**src/rtl/bwu_params.svh**
```systemverilog
// Register indices, field positions and reset values of the debug comparators
`ifndef BWU_PARAMS_SVH
`define BWU_PARAMS_SVH

// Word indices; the APB byte address is four times the index
`define BWU_IDX_CAUSE 8'h15
`define BWU_IDX_DATA 8'h16
`define BWU_IDX_IBP_ADDR 8'h30
`define BWU_IDX_IBP_CTRL 8'h40
`define BWU_IDX_DWP_FIRST 8'h50
`define BWU_IDX_DWP_SECOND 8'h60
`define BWU_IDX_DWP_CTRL 8'h70
`define BWU_IDX_RWP_MASK 8'h80
`define BWU_IDX_RWP_VALUE 8'h90
`define BWU_IDX_RWP_CTRL 8'h9C

// Word index taken from APB byte address bits
`define BWU_PADDR_W 12
`define BWU_IDX_LSB 2
`define BWU_IDX_MSB 9

// Control register fields
`define BWU_CTL_EN 0
`define BWU_CTL_INV 1
`define BWU_CTL_LOAD 2
`define BWU_CTL_CORE_LSB 16
`define BWU_CTL_CORE_MSB 23
`define BWU_IBP_CTL_MASK 32'h00FF0003
`define BWU_DWP_CTL_MASK 32'h00FF0007
`define BWU_RWP_CTL_MASK 32'h00FF0003
`define BWU_CTL_RESET 32'h00000000
`define BWU_REG_RESET 32'h00000000

// Cause register fields
`define BWU_CAUSE_LSB 0
`define BWU_CAUSE_MSB 2
`define BWU_CORE_LSB 8
`define BWU_CORE_MSB 15
`define BWU_NUM_LSB 16
`define BWU_NUM_MSB 17
`define BWU_CAUSE_MASK 32'h0003FF07

// Comparator counts and core id width
`define BWU_NCMP 4
`define BWU_CORE_W 3

`endif

```
**src/rtl/bwu_pkg.sv**
```systemverilog
// Types shared by the breakpoint and watchpoint unit
package bwu_pkg;

  typedef enum logic [2:0] {
    BWU_CAUSE_NONE = 3'h0,
    BWU_CAUSE_HOST = 3'h1,
    BWU_CAUSE_CALL = 3'h2,
    BWU_CAUSE_IBP = 3'h3,
    BWU_CAUSE_DWP = 3'h4,
    BWU_CAUSE_RWP = 3'h5
  } bwu_cause_t;

  typedef logic [1:0] bwu_num_t;

endpackage : bwu_pkg

```
**src/rtl/bwu_top.sv**
```systemverilog
// Breakpoint and watchpoint comparators with APB register access
// Summary of operation
// Each instruction breakpoint holds a 32-bit address; PC equal fires.
// Four instruction breakpoints, each with own address and control.
// Invert bit set fires on PC not equal; cleared fires on equality.
// Control bits 23:16 qualify each logical core; reset to zero.
// Control bit 0 enables the comparator; disabled never fires.
// Each data watchpoint stores a 32-bit first bound.
// Each data watchpoint stores a 32-bit second bound.
// Each data watchpoint has its own control register.
// Bit 1 clear: fire when address lies within bounds inclusive.
// Bit 1 set: fire only strictly outside the bounds.
// Data watchpoints fire on loads only when control bit 2 set.
// Stores are always evaluated by enabled data watchpoints.
// Each resource watchpoint holds a 32-bit mask and match value.
// Bit 1 clear: fire when masked resource id equals value.
// Bit 1 set: fire when masked resource id differs from value.
// Four resource control registers in one consecutive block.
// Record cause 3, 4 or 5 for instruction, data, resource hit.
// Record comparator index in two bits; lowest index wins.
// Capture access address or resource id into debug data register.
// Addresses compare unsigned; comparators answer in the access cycle.
//
// Design decision made here: the APB slave port.
`timescale 1ns/1ps
`include "bwu_params.svh"

module bwu_top (
  // Clock and reset
  input wire logic mclk_in,
  input wire logic reset_in,
  // APB slave
  input wire logic psel_in,
  input wire logic penable_in,
  input wire logic pwrite_in,
  input wire logic [`BWU_PADDR_W-1:0] paddr_in,
  input wire logic [31:0] pwdata_in,
  output logic [31:0] prdata_out,
  output logic pready_out,
  output logic pslverr_out,
  // Instruction fetch from the pipeline
  input wire logic pc_valid_in,
  input wire logic [31:0] pc_in,
  input wire logic [`BWU_CORE_W-1:0] pc_core_in,
  // Memory access from the pipeline
  input wire logic mem_valid_in,
  input wire logic mem_store_in,
  input wire logic [31:0] mem_addr_in,
  input wire logic [`BWU_CORE_W-1:0] mem_core_in,
  // Resource use from the pipeline
  input wire logic res_valid_in,
  input wire logic [31:0] res_id_in,
  input wire logic [`BWU_CORE_W-1:0] res_core_in,
  // Debug interrupt request and captured state
  output logic debug_irq_out,
  output logic [2:0] debug_cause_out,
  output logic [1:0] debug_num_out,
  output logic [31:0] debug_data_out
);

  logic [31:0] ibp_addr_reg [`BWU_NCMP];
  logic [31:0] ibp_ctrl_reg [`BWU_NCMP];
  logic [31:0] dwp_first_reg [`BWU_NCMP];
  logic [31:0] dwp_second_reg [`BWU_NCMP];
  logic [31:0] dwp_ctrl_reg [`BWU_NCMP];
  logic [31:0] rwp_mask_reg [`BWU_NCMP];
  logic [31:0] rwp_value_reg [`BWU_NCMP];
  logic [31:0] rwp_ctrl_reg [`BWU_NCMP];
  logic [31:0] cause_reg;
  logic [31:0] data_reg;
  logic irq_reg;

  logic [7:0] idx;
  logic [7:0] grp;
  logic [1:0] sub;
  logic mapped;
  logic wr_en;
  logic [`BWU_NCMP-1:0] ibp_hit;
  logic [`BWU_NCMP-1:0] dwp_hit;
  logic [`BWU_NCMP-1:0] rwp_hit;
  logic ibp_any;
  logic dwp_any;
  logic rwp_any;
  logic hit_any;
  bwu_pkg::bwu_num_t ibp_num;
  bwu_pkg::bwu_num_t dwp_num;
  bwu_pkg::bwu_num_t rwp_num;

  // APB decode
  assign idx = paddr_in[`BWU_IDX_MSB:`BWU_IDX_LSB];
  assign grp = {idx[7:2], 2'h0};
  assign sub = idx[1:0];
  always_comb begin
    unique case (grp)
      `BWU_IDX_IBP_ADDR, `BWU_IDX_IBP_CTRL,
      `BWU_IDX_DWP_FIRST, `BWU_IDX_DWP_SECOND, `BWU_IDX_DWP_CTRL,
      `BWU_IDX_RWP_MASK, `BWU_IDX_RWP_VALUE, `BWU_IDX_RWP_CTRL: begin
        mapped = 1'b1;
      end
      default: begin
        mapped = (idx == `BWU_IDX_CAUSE) || (idx == `BWU_IDX_DATA);
      end
    endcase
  end
  assign wr_en = psel_in && penable_in && pwrite_in && mapped;
  assign pready_out = 1'b1;
  assign pslverr_out = psel_in && penable_in && !mapped;

  always_comb begin
    prdata_out = 32'h00000000;
    if (idx == `BWU_IDX_CAUSE) begin
      prdata_out = cause_reg;
    end else if (idx == `BWU_IDX_DATA) begin
      prdata_out = data_reg;
    end else begin
      unique case (grp)
        `BWU_IDX_IBP_ADDR: prdata_out = ibp_addr_reg[sub];
        `BWU_IDX_IBP_CTRL: prdata_out = ibp_ctrl_reg[sub];
        `BWU_IDX_DWP_FIRST: prdata_out = dwp_first_reg[sub];
        `BWU_IDX_DWP_SECOND: prdata_out = dwp_second_reg[sub];
        `BWU_IDX_DWP_CTRL: prdata_out = dwp_ctrl_reg[sub];
        `BWU_IDX_RWP_MASK: prdata_out = rwp_mask_reg[sub];
        `BWU_IDX_RWP_VALUE: prdata_out = rwp_value_reg[sub];
        `BWU_IDX_RWP_CTRL: prdata_out = rwp_ctrl_reg[sub];
        default: prdata_out = 32'h00000000;
      endcase
    end
  end

  // Comparator registers and comparators, one set per index
  genvar i;
  generate
    for (i = 0; i < `BWU_NCMP; i++) begin : g_cmp
      logic dwp_inside;
      logic dwp_outside;

      always_ff @(posedge mclk_in or posedge reset_in) begin
        if (reset_in) begin
          ibp_addr_reg[i] <= `BWU_REG_RESET;
          ibp_ctrl_reg[i] <= `BWU_CTL_RESET;
          dwp_first_reg[i] <= `BWU_REG_RESET;
          dwp_second_reg[i] <= `BWU_REG_RESET;
          dwp_ctrl_reg[i] <= `BWU_CTL_RESET;
          rwp_mask_reg[i] <= `BWU_REG_RESET;
          rwp_value_reg[i] <= `BWU_REG_RESET;
          rwp_ctrl_reg[i] <= `BWU_CTL_RESET;
        end else if (wr_en && sub == 2'(i)) begin
          unique case (grp)
            `BWU_IDX_IBP_ADDR: ibp_addr_reg[i] <= pwdata_in;
            `BWU_IDX_IBP_CTRL: begin
              ibp_ctrl_reg[i] <= pwdata_in & `BWU_IBP_CTL_MASK;
            end
            `BWU_IDX_DWP_FIRST: dwp_first_reg[i] <= pwdata_in;
            `BWU_IDX_DWP_SECOND: dwp_second_reg[i] <= pwdata_in;
            `BWU_IDX_DWP_CTRL: begin
              dwp_ctrl_reg[i] <= pwdata_in & `BWU_DWP_CTL_MASK;
            end
            `BWU_IDX_RWP_MASK: rwp_mask_reg[i] <= pwdata_in;
            `BWU_IDX_RWP_VALUE: rwp_value_reg[i] <= pwdata_in;
            `BWU_IDX_RWP_CTRL: begin
              rwp_ctrl_reg[i] <= pwdata_in & `BWU_RWP_CTL_MASK;
            end
            default: ;
          endcase
        end
      end

      // Unsigned compare, combinational in the access cycle
      assign dwp_inside = (mem_addr_in >= dwp_first_reg[i]) &&
                          (mem_addr_in <= dwp_second_reg[i]);
      assign dwp_outside = (mem_addr_in < dwp_first_reg[i]) ||
                           (mem_addr_in > dwp_second_reg[i]);

      assign ibp_hit[i] = pc_valid_in &&
        ibp_ctrl_reg[i][`BWU_CTL_EN] &&
        ibp_ctrl_reg[i][`BWU_CTL_CORE_LSB + pc_core_in] &&
        ((pc_in == ibp_addr_reg[i]) ^
         ibp_ctrl_reg[i][`BWU_CTL_INV]);

      assign dwp_hit[i] = mem_valid_in &&
        dwp_ctrl_reg[i][`BWU_CTL_EN] &&
        dwp_ctrl_reg[i][`BWU_CTL_CORE_LSB + mem_core_in] &&
        (mem_store_in || dwp_ctrl_reg[i][`BWU_CTL_LOAD]) &&
        (dwp_ctrl_reg[i][`BWU_CTL_INV] ?
         dwp_outside : dwp_inside);

      assign rwp_hit[i] = res_valid_in &&
        rwp_ctrl_reg[i][`BWU_CTL_EN] &&
        rwp_ctrl_reg[i][`BWU_CTL_CORE_LSB + res_core_in] &&
        (((res_id_in & rwp_mask_reg[i]) == rwp_value_reg[i]) ^
         rwp_ctrl_reg[i][`BWU_CTL_INV]);

      ibp_gate_a: assert property (
        @(posedge mclk_in) disable iff (reset_in)
        ibp_hit[i] |-> ibp_ctrl_reg[i][`BWU_CTL_EN] &&
          ibp_ctrl_reg[i][`BWU_CTL_CORE_LSB + pc_core_in] &&
          ((pc_in == ibp_addr_reg[i]) != ibp_ctrl_reg[i][`BWU_CTL_INV]))
        else $error("instruction breakpoint fired without its condition");
      dwp_load_a: assert property (
        @(posedge mclk_in) disable iff (reset_in)
        dwp_hit[i] && !mem_store_in |-> dwp_ctrl_reg[i][`BWU_CTL_LOAD])
        else $error("data watchpoint fired on a load while loads off");
      dwp_inside_a: assert property (
        @(posedge mclk_in) disable iff (reset_in)
        dwp_hit[i] && !dwp_ctrl_reg[i][`BWU_CTL_INV] |->
          mem_addr_in >= dwp_first_reg[i] &&
          mem_addr_in <= dwp_second_reg[i])
        else $error("inside watchpoint fired outside bounds");
      dwp_bound_a: assert property (
        @(posedge mclk_in) disable iff (reset_in)
        dwp_hit[i] && dwp_ctrl_reg[i][`BWU_CTL_INV] |->
          mem_addr_in != dwp_first_reg[i] &&
          mem_addr_in != dwp_second_reg[i])
        else $error("outside watchpoint fired on a bound");
      dwp_store_a: assert property (
        @(posedge mclk_in) disable iff (reset_in)
        mem_valid_in && mem_store_in && dwp_ctrl_reg[i][`BWU_CTL_EN] &&
          dwp_ctrl_reg[i][`BWU_CTL_CORE_LSB + mem_core_in] &&
          !dwp_ctrl_reg[i][`BWU_CTL_INV] &&
          mem_addr_in == dwp_first_reg[i] &&
          dwp_first_reg[i] <= dwp_second_reg[i] |-> dwp_hit[i])
        else $error("store on first bound missed");
      rwp_match_a: assert property (
        @(posedge mclk_in) disable iff (reset_in)
        rwp_hit[i] |-> (((res_id_in & rwp_mask_reg[i]) ==
          rwp_value_reg[i]) != rwp_ctrl_reg[i][`BWU_CTL_INV]))
        else $error("resource watchpoint match sense wrong");
      dwp_gate_a: assert property (
        @(posedge mclk_in) disable iff (reset_in)
        dwp_hit[i] |-> dwp_ctrl_reg[i][`BWU_CTL_EN] &&
          dwp_ctrl_reg[i][`BWU_CTL_CORE_LSB + mem_core_in])
        else $error("data watchpoint fired while not armed");
      rwp_gate_a: assert property (
        @(posedge mclk_in) disable iff (reset_in)
        rwp_hit[i] |-> rwp_ctrl_reg[i][`BWU_CTL_EN] &&
          rwp_ctrl_reg[i][`BWU_CTL_CORE_LSB + res_core_in])
        else $error("resource watchpoint fired while not armed");
      ibp_write_a: assert property (
        @(posedge mclk_in) disable iff (reset_in)
        wr_en && grp == `BWU_IDX_IBP_ADDR && sub == 2'(i) |=>
          ibp_addr_reg[i] == $past(pwdata_in))
        else $error("breakpoint address write lost");
      rwp_mask_a: assert property (
        @(posedge mclk_in) disable iff (reset_in)
        wr_en && grp == `BWU_IDX_RWP_MASK && sub == 2'(i) |=>
          rwp_mask_reg[i] == $past(pwdata_in))
        else $error("resource mask write lost");
    end
  endgenerate

  function automatic bwu_pkg::bwu_num_t bwu_lowest(
    input logic [`BWU_NCMP-1:0] hits
  );
    bwu_pkg::bwu_num_t n;
    n = 2'h0;
    for (int k = `BWU_NCMP - 1; k >= 0; k--) begin
      if (hits[k]) begin
        n = 2'(k);
      end
    end
    return n;
  endfunction : bwu_lowest

  assign ibp_any = |ibp_hit;
  assign dwp_any = |dwp_hit;
  assign rwp_any = |rwp_hit;
  assign hit_any = ibp_any || dwp_any || rwp_any;
  assign ibp_num = bwu_lowest(ibp_hit);
  assign dwp_num = bwu_lowest(dwp_hit);
  assign rwp_num = bwu_lowest(rwp_hit);

  // Cause capture; a hit in the same cycle as a software write wins
  always_ff @(posedge mclk_in or posedge reset_in) begin
    if (reset_in) begin
      cause_reg <= `BWU_REG_RESET;
    end else if (ibp_any) begin
      cause_reg <= {14'h0000, ibp_num, 5'h00, pc_core_in,
                    5'h00, bwu_pkg::BWU_CAUSE_IBP};
    end else if (dwp_any) begin
      cause_reg <= {14'h0000, dwp_num, 5'h00, mem_core_in,
                    5'h00, bwu_pkg::BWU_CAUSE_DWP};
    end else if (rwp_any) begin
      cause_reg <= {14'h0000, rwp_num, 5'h00, res_core_in,
                    5'h00, bwu_pkg::BWU_CAUSE_RWP};
    end else if (wr_en && idx == `BWU_IDX_CAUSE) begin
      cause_reg <= pwdata_in & `BWU_CAUSE_MASK;
    end
  end

  // Debug data capture
  always_ff @(posedge mclk_in or posedge reset_in) begin
    if (reset_in) begin
      data_reg <= `BWU_REG_RESET;
    end else if (!ibp_any && dwp_any) begin
      data_reg <= mem_addr_in;
    end else if (!ibp_any && rwp_any) begin
      data_reg <= res_id_in;
    end else if (!ibp_any && wr_en && idx == `BWU_IDX_DATA) begin
      data_reg <= pwdata_in;
    end
  end

  always_ff @(posedge mclk_in or posedge reset_in) begin
    if (reset_in) begin
      irq_reg <= 1'b0;
    end else begin
      irq_reg <= hit_any;
    end
  end

  assign debug_irq_out = irq_reg;
  assign debug_cause_out = cause_reg[`BWU_CAUSE_MSB:`BWU_CAUSE_LSB];
  assign debug_num_out = cause_reg[`BWU_NUM_MSB:`BWU_NUM_LSB];
  assign debug_data_out = data_reg;

  irq_next_a: assert property (
    @(posedge mclk_in) disable iff (reset_in)
    hit_any |=> debug_irq_out ##1 (debug_irq_out == $past(hit_any)))
    else $error("debug interrupt not raised after a hit");
  no_hit_a: assert property (
    @(posedge mclk_in) disable iff (reset_in)
    !hit_any |=> !debug_irq_out)
    else $error("debug interrupt raised with no hit");
  cause_ibp_a: assert property (
    @(posedge mclk_in) disable iff (reset_in)
    ibp_any |=> debug_cause_out == 3'h3 && debug_irq_out)
    else $error("instruction breakpoint cause wrong");
  cause_dwp_a: assert property (
    @(posedge mclk_in) disable iff (reset_in)
    !ibp_any && dwp_any |=> debug_cause_out == 3'h4 &&
      debug_data_out == $past(mem_addr_in))
    else $error("data watchpoint cause or address wrong");
  cause_rwp_a: assert property (
    @(posedge mclk_in) disable iff (reset_in)
    !ibp_any && !dwp_any && rwp_any |=> debug_cause_out == 3'h5 &&
      debug_data_out == $past(res_id_in))
    else $error("resource watchpoint cause or id wrong");
  lowest_num_a: assert property (
    @(posedge mclk_in) disable iff (reset_in)
    ibp_hit[0] |=> debug_num_out == 2'h0)
    else $error("lowest breakpoint index not reported");
  ibp_one_a: assert property (
    @(posedge mclk_in) disable iff (reset_in)
    ibp_hit[3] && !ibp_hit[0] && !ibp_hit[1] && !ibp_hit[2]
      |=> debug_num_out == 2'h3)
    else $error("breakpoint index three not reported");
  dwp_num_a: assert property (
    @(posedge mclk_in) disable iff (reset_in)
    !ibp_any && dwp_hit[0] |=> debug_num_out == 2'h0)
    else $error("lowest watchpoint index not reported");
  rwp_num_a: assert property (
    @(posedge mclk_in) disable iff (reset_in)
    !ibp_any && !dwp_any && rwp_hit[0] |=> debug_num_out == 2'h0)
    else $error("lowest resource index not reported");
  irq_cause_a: assert property (
    @(posedge mclk_in) disable iff (reset_in)
    debug_irq_out |-> debug_cause_out inside {3'h3, 3'h4, 3'h5})
    else $error("debug interrupt without a comparator cause");
  data_hold_a: assert property (
    @(posedge mclk_in) disable iff (reset_in)
    ibp_any |=> debug_data_out == $past(data_reg))
    else $error("debug data changed on a breakpoint");

  ibp_hit_c: cover property (@(posedge mclk_in) disable iff (reset_in)
    ibp_any ##1 debug_irq_out);
  dwp_load_c: cover property (@(posedge mclk_in) disable iff (reset_in)
    dwp_any && !mem_store_in);
  dwp_out_c: cover property (@(posedge mclk_in) disable iff (reset_in)
    dwp_hit[1] && dwp_ctrl_reg[1][`BWU_CTL_INV]);
  rwp_inv_c: cover property (@(posedge mclk_in) disable iff (reset_in)
    rwp_hit[2] && rwp_ctrl_reg[2][`BWU_CTL_INV]);
  multi_c: cover property (@(posedge mclk_in) disable iff (reset_in)
    ibp_hit[1] && ibp_hit[2]);

endmodule : bwu_top

```
**config.mk**
```make
export PLATFORM = sky130hd
export DESIGN_NAME = bwu_top
export DESIGN_NICKNAME = d
export VERILOG_FILES = /design/src/rtl/bwu_pkg.sv /design/src/rtl/bwu_top.sv
export VERILOG_INCLUDE_DIRS = /design/src /design/src/rtl
export SDC_FILE = /design/constraint.sdc
export NUM_CORES = 2
export LEC_CHECK = 0
export ABC_AREA = 1
export BUFFER_PORTS_ARGS = -buffer_cell sky130_fd_sc_hd__buf_2
export CORE_MARGIN = 10
export CORE_UTILIZATION = 35
export CTS_BUF_LIST = sky130_fd_sc_hd__clkbuf_16
export DETAILED_ROUTE_END_ITERATION = 8
export GPL_TIMING_DRIVEN = 0
export PLACE_DENSITY_LB_ADDON = 0.15
export SLEW_MARGIN = 20
export SYNTH_ARGS = -nofsm -noshare
export SYNTH_HDL_FRONTEND = slang
export SYNTH_SLANG_ARGS = --single-unit
```
**constraint.sdc**
```tcl
create_clock -name mclk_in -period 34.4 [get_ports mclk_in]
set_input_delay 3.44 -clock mclk_in [delete_from_list [all_inputs] [get_ports mclk_in]]
set_output_delay 3.44 -clock mclk_in [all_outputs]
set_load 0.03 [all_outputs]
```
# After elaboration in Yosys (flattened, before gate mapping)
# Index checks and enable logic that the tools add are counted.
[op_classes]
muxes = 75
order_cmp = 20
shift = 0
multipliers = 0
addsub = 3
n_eq_ne = 21
div = 0
n_bitwise = 13
reduce_logical = 109
[ops]
columns = ["cell", "count"]
rows = [
  ["$mux 32", 25],
  ["$bmux 32 s2", 8],
  ["$eq 32x32->1", 8],
  ["$pmux 32 s8", 1],
  ["$and 32x32->32", 4],
  ["$ge 32x32->1", 4],
  ["$gt 32x32->1", 4],
  ["$le 32x32->1", 4],
  ["$lt 32x32->1", 4],
  ["$reduce_and 2->1", 32],
  ["$bmux 1 s5", 12],
  ["$logic_and 1x1->1", 57],
  ["$eq 6x5->1 const B", 4],
  ["$mux 2", 12],
  ["$add 5x3->6 const A", 3],
  ["$eq 6x6->1 const B", 3],
  ["$lt 6x6->1 const B", 3],
  ["$mux 1", 17],
  ["$eq 8x5->1 const B", 2],
  ["$reduce_or 4->1", 3],
  ["$logic_or 1x1->1", 11],
  ["$reduce_or 8->1", 1],
  ["$xor 1x1->1", 8],
  ["$eq 6x4->1 const B", 1],
  ["other kinds (8)", 10],
]
[totals]
latchBits = 0
elab_cells = 276
ramBits = 0
inputBits = 158
rom_bits = 0
output_inout_bits = 72
regBits = 829
memories = 0

# Longest topological paths before layout
[depth]
ltp_word = 12
ltp_mapped = 27

# Least setup slack after synthesis
# OpenSTA, ideal clock, no wires.
[synth_timing]
path_kind = "input port to output port"
startpoint = "input port paddr_in[2]"
endpoint = "output port prdata_out[25]"
t_arrival_ps = 5081
setup_slack_ps = 25879
path_buffers = 3
required_ps = 30960
path_stages = 8
cell_sequence = "inv_2 -> nand2_1 -> clkbuf_1 -> clkbuf_1 -> clkbuf_1 -> o22ai_1 -> o21ai_0 -> nand4_1"
[synth_between]
elab_chain_len = 7
[synth_lines]
columns = ["element", "line", "source"]
rows = [
  ["from (decl)", "bwu_top.sv:36", "input wire logic [`BWU_PADDR_W-1:0] paddr_in,"],
  ["$not 2->3 (not written as such)", "n/a", ""],
  ["$bmux 32 s2, or another cell as far along", "bwu_top.sv:124", "`BWU_IDX_RWP_CTRL: prdata_out = rwp_ctrl_reg[sub];"],
  ["$mux 32 (not written as such), or another cell as far along (2 in a row)", "bwu_top.sv:124", ""],
  ["$pmux 32 s8", "bwu_top.sv:116", "unique case (grp)"],
  ["$mux 32", "bwu_top.sv:113", "end else if (idx == `BWU_IDX_DATA) begin"],
  ["$mux 32 (*)", "bwu_top.sv:111", "if (idx == `BWU_IDX_CAUSE) begin"],
  ["to (decl)", "bwu_top.sv:38", "output logic [31:0] prdata_out,"],
]
# Mark *: on every way between the ends. The rest lies on a longest branch, timed or not. The select of a mux whose other input is x is not followed.

# Final worst setup path
[layout_timing]
startpoint = "input port paddr_in[3]"
endpoint = "output port prdata_out[20]"
# Same word-level chain as after synthesis.

==> results.txt <==
The flow ran to the end, and the final reports show no timing, DRC or antenna violations. The count of mapped cells out of synthesis came out at between 6000 and 7000. The final critical-path required period came out at between 10 and 15 ns. The post-detailed-route count of antenna-violating nets is 0. Dividing the detail-routed wire length by the instance count gives ~34 µm. The total negative slack for setup checks is 0 ns.

The filler cells instantiated in the layout total ~15000. The worst hold slack after final layout came out at a little under 0.5 ns. The final-report max-slew violation count came to 0. The clock net in this run drives a total of 810 sinks.

The global placement routability congestion is between 1 and 1.5. Headroom to the max-slew limit came out at a little over a tenth. Summing all multi-input logic gate instances after layout gives roughly 24000 µm². The top cell type by area accounts for a little over two fifths of the synthesized area. The slew at the pin closest to its max-slew limit is 1.335 ns. The initial cell density of the core is between 30% and 40%. The async set-reset flop share out of synthesis came out at 100.0%.

Summed over all nets, the switching power comes to just under 800 µW. The worst hold path belongs to the class reg -> reg. Compared with the post-synthesis result, the final layout area differs by 14.43%. The number of DRC markers after the initial detailed-route iteration came out at ~7700. TritonCTS built the clock tree. The part of the total power dissipated in sequential elements is 40.7%.

Prior to clock tree synthesis, the placed netlist has a worst setup slack of between 20 and 25 ns. The most common cell after layout, fill and taps aside is nand2_1. The clock network accounts for around 45% of the total power. Measured along the y axis, the die boundary spans between 300 and 400 µm. The total routed wirelength is 295.6 mm.

The total via count in the routed design came out at slightly above 50000. The post-synthesis cell area is 48550 µm². The static leakage power is between 0.02 and 0.03 µW. The number of gates resized after CTS was 0. The chip width came out at around 400 µm. The root buffer cell is clkbuf_16. The worst clock skew on the final layout came out at approximately 0.049 ns. The post-layout utilization of the core came out at between 40% and 50%. The number of buffers inserted by post-CTS setup repair is 0. The post-route netlist has around a tenth of its cells at a drive strength greater than 1. The critical path data arrival time is between 7 and 8 ns. The largest fanout on the critical path came out at 10.

The number of placement rows came out at 136. The number of antenna violations at the first check in global routing came out at between 40 and 50. The final routed DRC violation total came out at 0.

The worst setup path is of the in -> out kind. The core region is 137700 µm². The synthesized design contains 0 enable-type register cells. The library cells used most frequently in the layout, excluding fill and tap cells, are nand2_1, o21ai_0, dfrtp_1.

The tool flagged a number of max-cap violations equal to 0. The cell internal power dissipation is roughly 1700 µW. The number of CTS-inserted buffers came out at about 100. Dividing the synthesized area by the synthesized cell count gives around 7.5 µm². The clock latency on the worst-skew pair is ~0.76 ns.

Once detailed placement completed, the half-perimeter wirelength came to approximately 220 mm. The required time of the critical path is 30.96 ns. Global routing used between 30% and 40% of the available tracks. Based on the critical path, the design can be clocked at up to ~0.088 GHz. IR analysis of the VDD net gives a maximum drop of approximately 57 µV. The share of total power dissipated in combinational logic is between 10% and 20%. The minimum setup slack among reg-to-reg paths came out at slightly below 30 ns. The number of global-route vias before repair is around 47000. The quantity of I/O buffers inserted on ports came out at ~170. The I/O pin total came out at 230. In the synthesized netlist the dominant register cell turns out to be dfrtp_1. The power density relative to cell area came out at 43.72 nW/µm². The Yosys warning count is 0. The die covers between 150000 and 200000 µm². The number of nets handed over by synthesis was 6900. After clock tree synthesis, the flow added hold-fix buffers numbering 0. The startpoint kind of the worst setup timing path is a primary input. The share of the Yosys chip area taken by registers is between 40% and 50%. Yosys mapped the design onto 56 distinct sky130hd cell types. The H-tree level count came out at 3. The number of nets in the layout came out at between 7000 and 8000. Entering global routing, the biggest net connects 95 pins. The iteration count of the initial detailed-routing pass is 9. In the final layout, flip-flops and latches occupy just over 20000 µm². The share of the cycle needed by the critical path after routing is between 30% and 40%.

Of all cell types, the one taking the most synthesized area is dfrtp_1. Counting flops and latches in the post-synthesis netlist gives between 800 and 900. Yosys attributes the largest share of cell area to dfrtp_1, nand2_1, o21ai_0, ha_1, inv_1. Setup repair after global routing left no endpoint under its margin. Setup violations remaining at the end of the flow were counted as 0. The cell area after placement is approximately 52000 µm². Net switching is a little under a third of the power. STA classifies the critical path endpoint as an output pin. The total overflow left after global routing is 0. The design area came out at 55550 µm². The per-cell via count in the routed design is approximately 6.0.

The final hold violation count is 0. The CTS clock-pin slew for the worst setup and hold paths came out at about 0.060 ns. The worst setup slack after layout came out at between 20 and 25 ns.

The number of buffers between clock root and the deepest sink is 3. The first global-routing pass estimated 395.3 mm of wire.
cells by family (layout without fill, tap and decap cells):
group / after synthesis / in the layout / synth area share [%]
AO/OA/AOI/OAI: 1608 / 1608 / 18.79
XOR/XNOR: 81 / 81 / 1.461
adder cells (fa/ha/maj): 256 / 256 / 6.598
buffers and inverters: 1149 / 1522 / 9.446
flip-flops: 810 / 810 / 41.75
other: 1 / 29 / 0.007725
AND/OR/NAND/NOR: 2581 / 2581 / 21.94
worst max-delay path, cell delays in order:
cell,delay (ns)
buf_2,0.22
nor2_1,0.24
inv_2,0.21
clkbuf_1,0.71
buf_2,0.71
buf_1,0.95
o22ai_1,0.14
o21ai_0,0.84
nand4_1,0.18
buf_2,0.24
final timing paths:
kind,cells past startpoint,from,endpoint
worst max-delay path,10,paddr_in[3],prdata_out[20]
worst min-delay path,2,dwp_first_reg[90]$_DFFE_PP0P_,dwp_first_reg[90]$_DFFE_PP0P_
worst max register to register,16,ibp_addr_reg[24]$_DFFE_PP0P_,debug_data_out[11]$_DFFE_PP0P_
worst min register to register,2,dwp_first_reg[90]$_DFFE_PP0P_,dwp_first_reg[90]$_DFFE_PP0P_
min in group asynchronous,2,reset_in,dwp_second_reg[39]$_DFFE_PP0P_
max in group asynchronous,6,reset_in,debug_data_out[21]$_DFFE_PP0P_
cell usage after synthesis, drive strengths merged, types with 2 or more instances:
cell and n:
dfrtp 810, a22o 4, nor3 19, o221ai 57, a21oi 188, a221oi 14
inv 758, o21a 86, xor2 33, a21o 4, a22oi 73, clkbuf 213
and3 7, a211oi 6, nand3 307, nand4 66, or2 2, nor2 238
o21bai 2, o2bb2ai 8, nand2 1923, nor4 7, xnor2 48, buf 177
ha 256, o211ai 4, a211o 2, o22ai 213, a41oi 6, nand3b 12
o21ai 936
metal layers:
| metal | global-route usage [%] | part of all wire (%) | up-vias |
|---|---|---|---|
| met3 | 10.43 | 12 | 819 |
| met5 | 0 | 0.10 | - |
| met2 | 53.52 | 41 | 3464 |
| met4 | 21.84 | 7.3 | 28 |
| met1 | 49.23 | 40 | 25640 |
| li1 | - | - | 22027 |
power by group through the flow:
| stage | logic, µW | registers [µW] | clock network, µW |
|---|---|---|---|
| finish | 348 | 988 | 1090 |
| CTS | 335 | 987 | 1090 |
| floorplan | 146 | 1020 | 0 |
| global placement | 326 | 1010 | 0 |
| global route | 358 | 988 | 1120 |
| detailed placement | 334 | 1000 | 0 |
final cells by class:
type	count	area share, %
Inverter	759	5.142
Clock inverter	77	1.104
Clock buffer	103	4.640
Tap cell	1794	4.041
Buffer	390	3.291
Sequential cell	810	36.49
Timing Repair Buffer	193	2.509
Multi-Input combinational cell	4527	42.66
Antenna cell	28	0.1261
metrics by stage:
step | power [µW] | instances
after floorplan | 1164 | 6486
after detailed placement | 1338 | 8473
after global routing | 2470 | 8658
after CTS | 2412 | 8653
after global placement | 1332 | 8453
final | 2429 | 8681
Power figures use the tool's default switching activity.
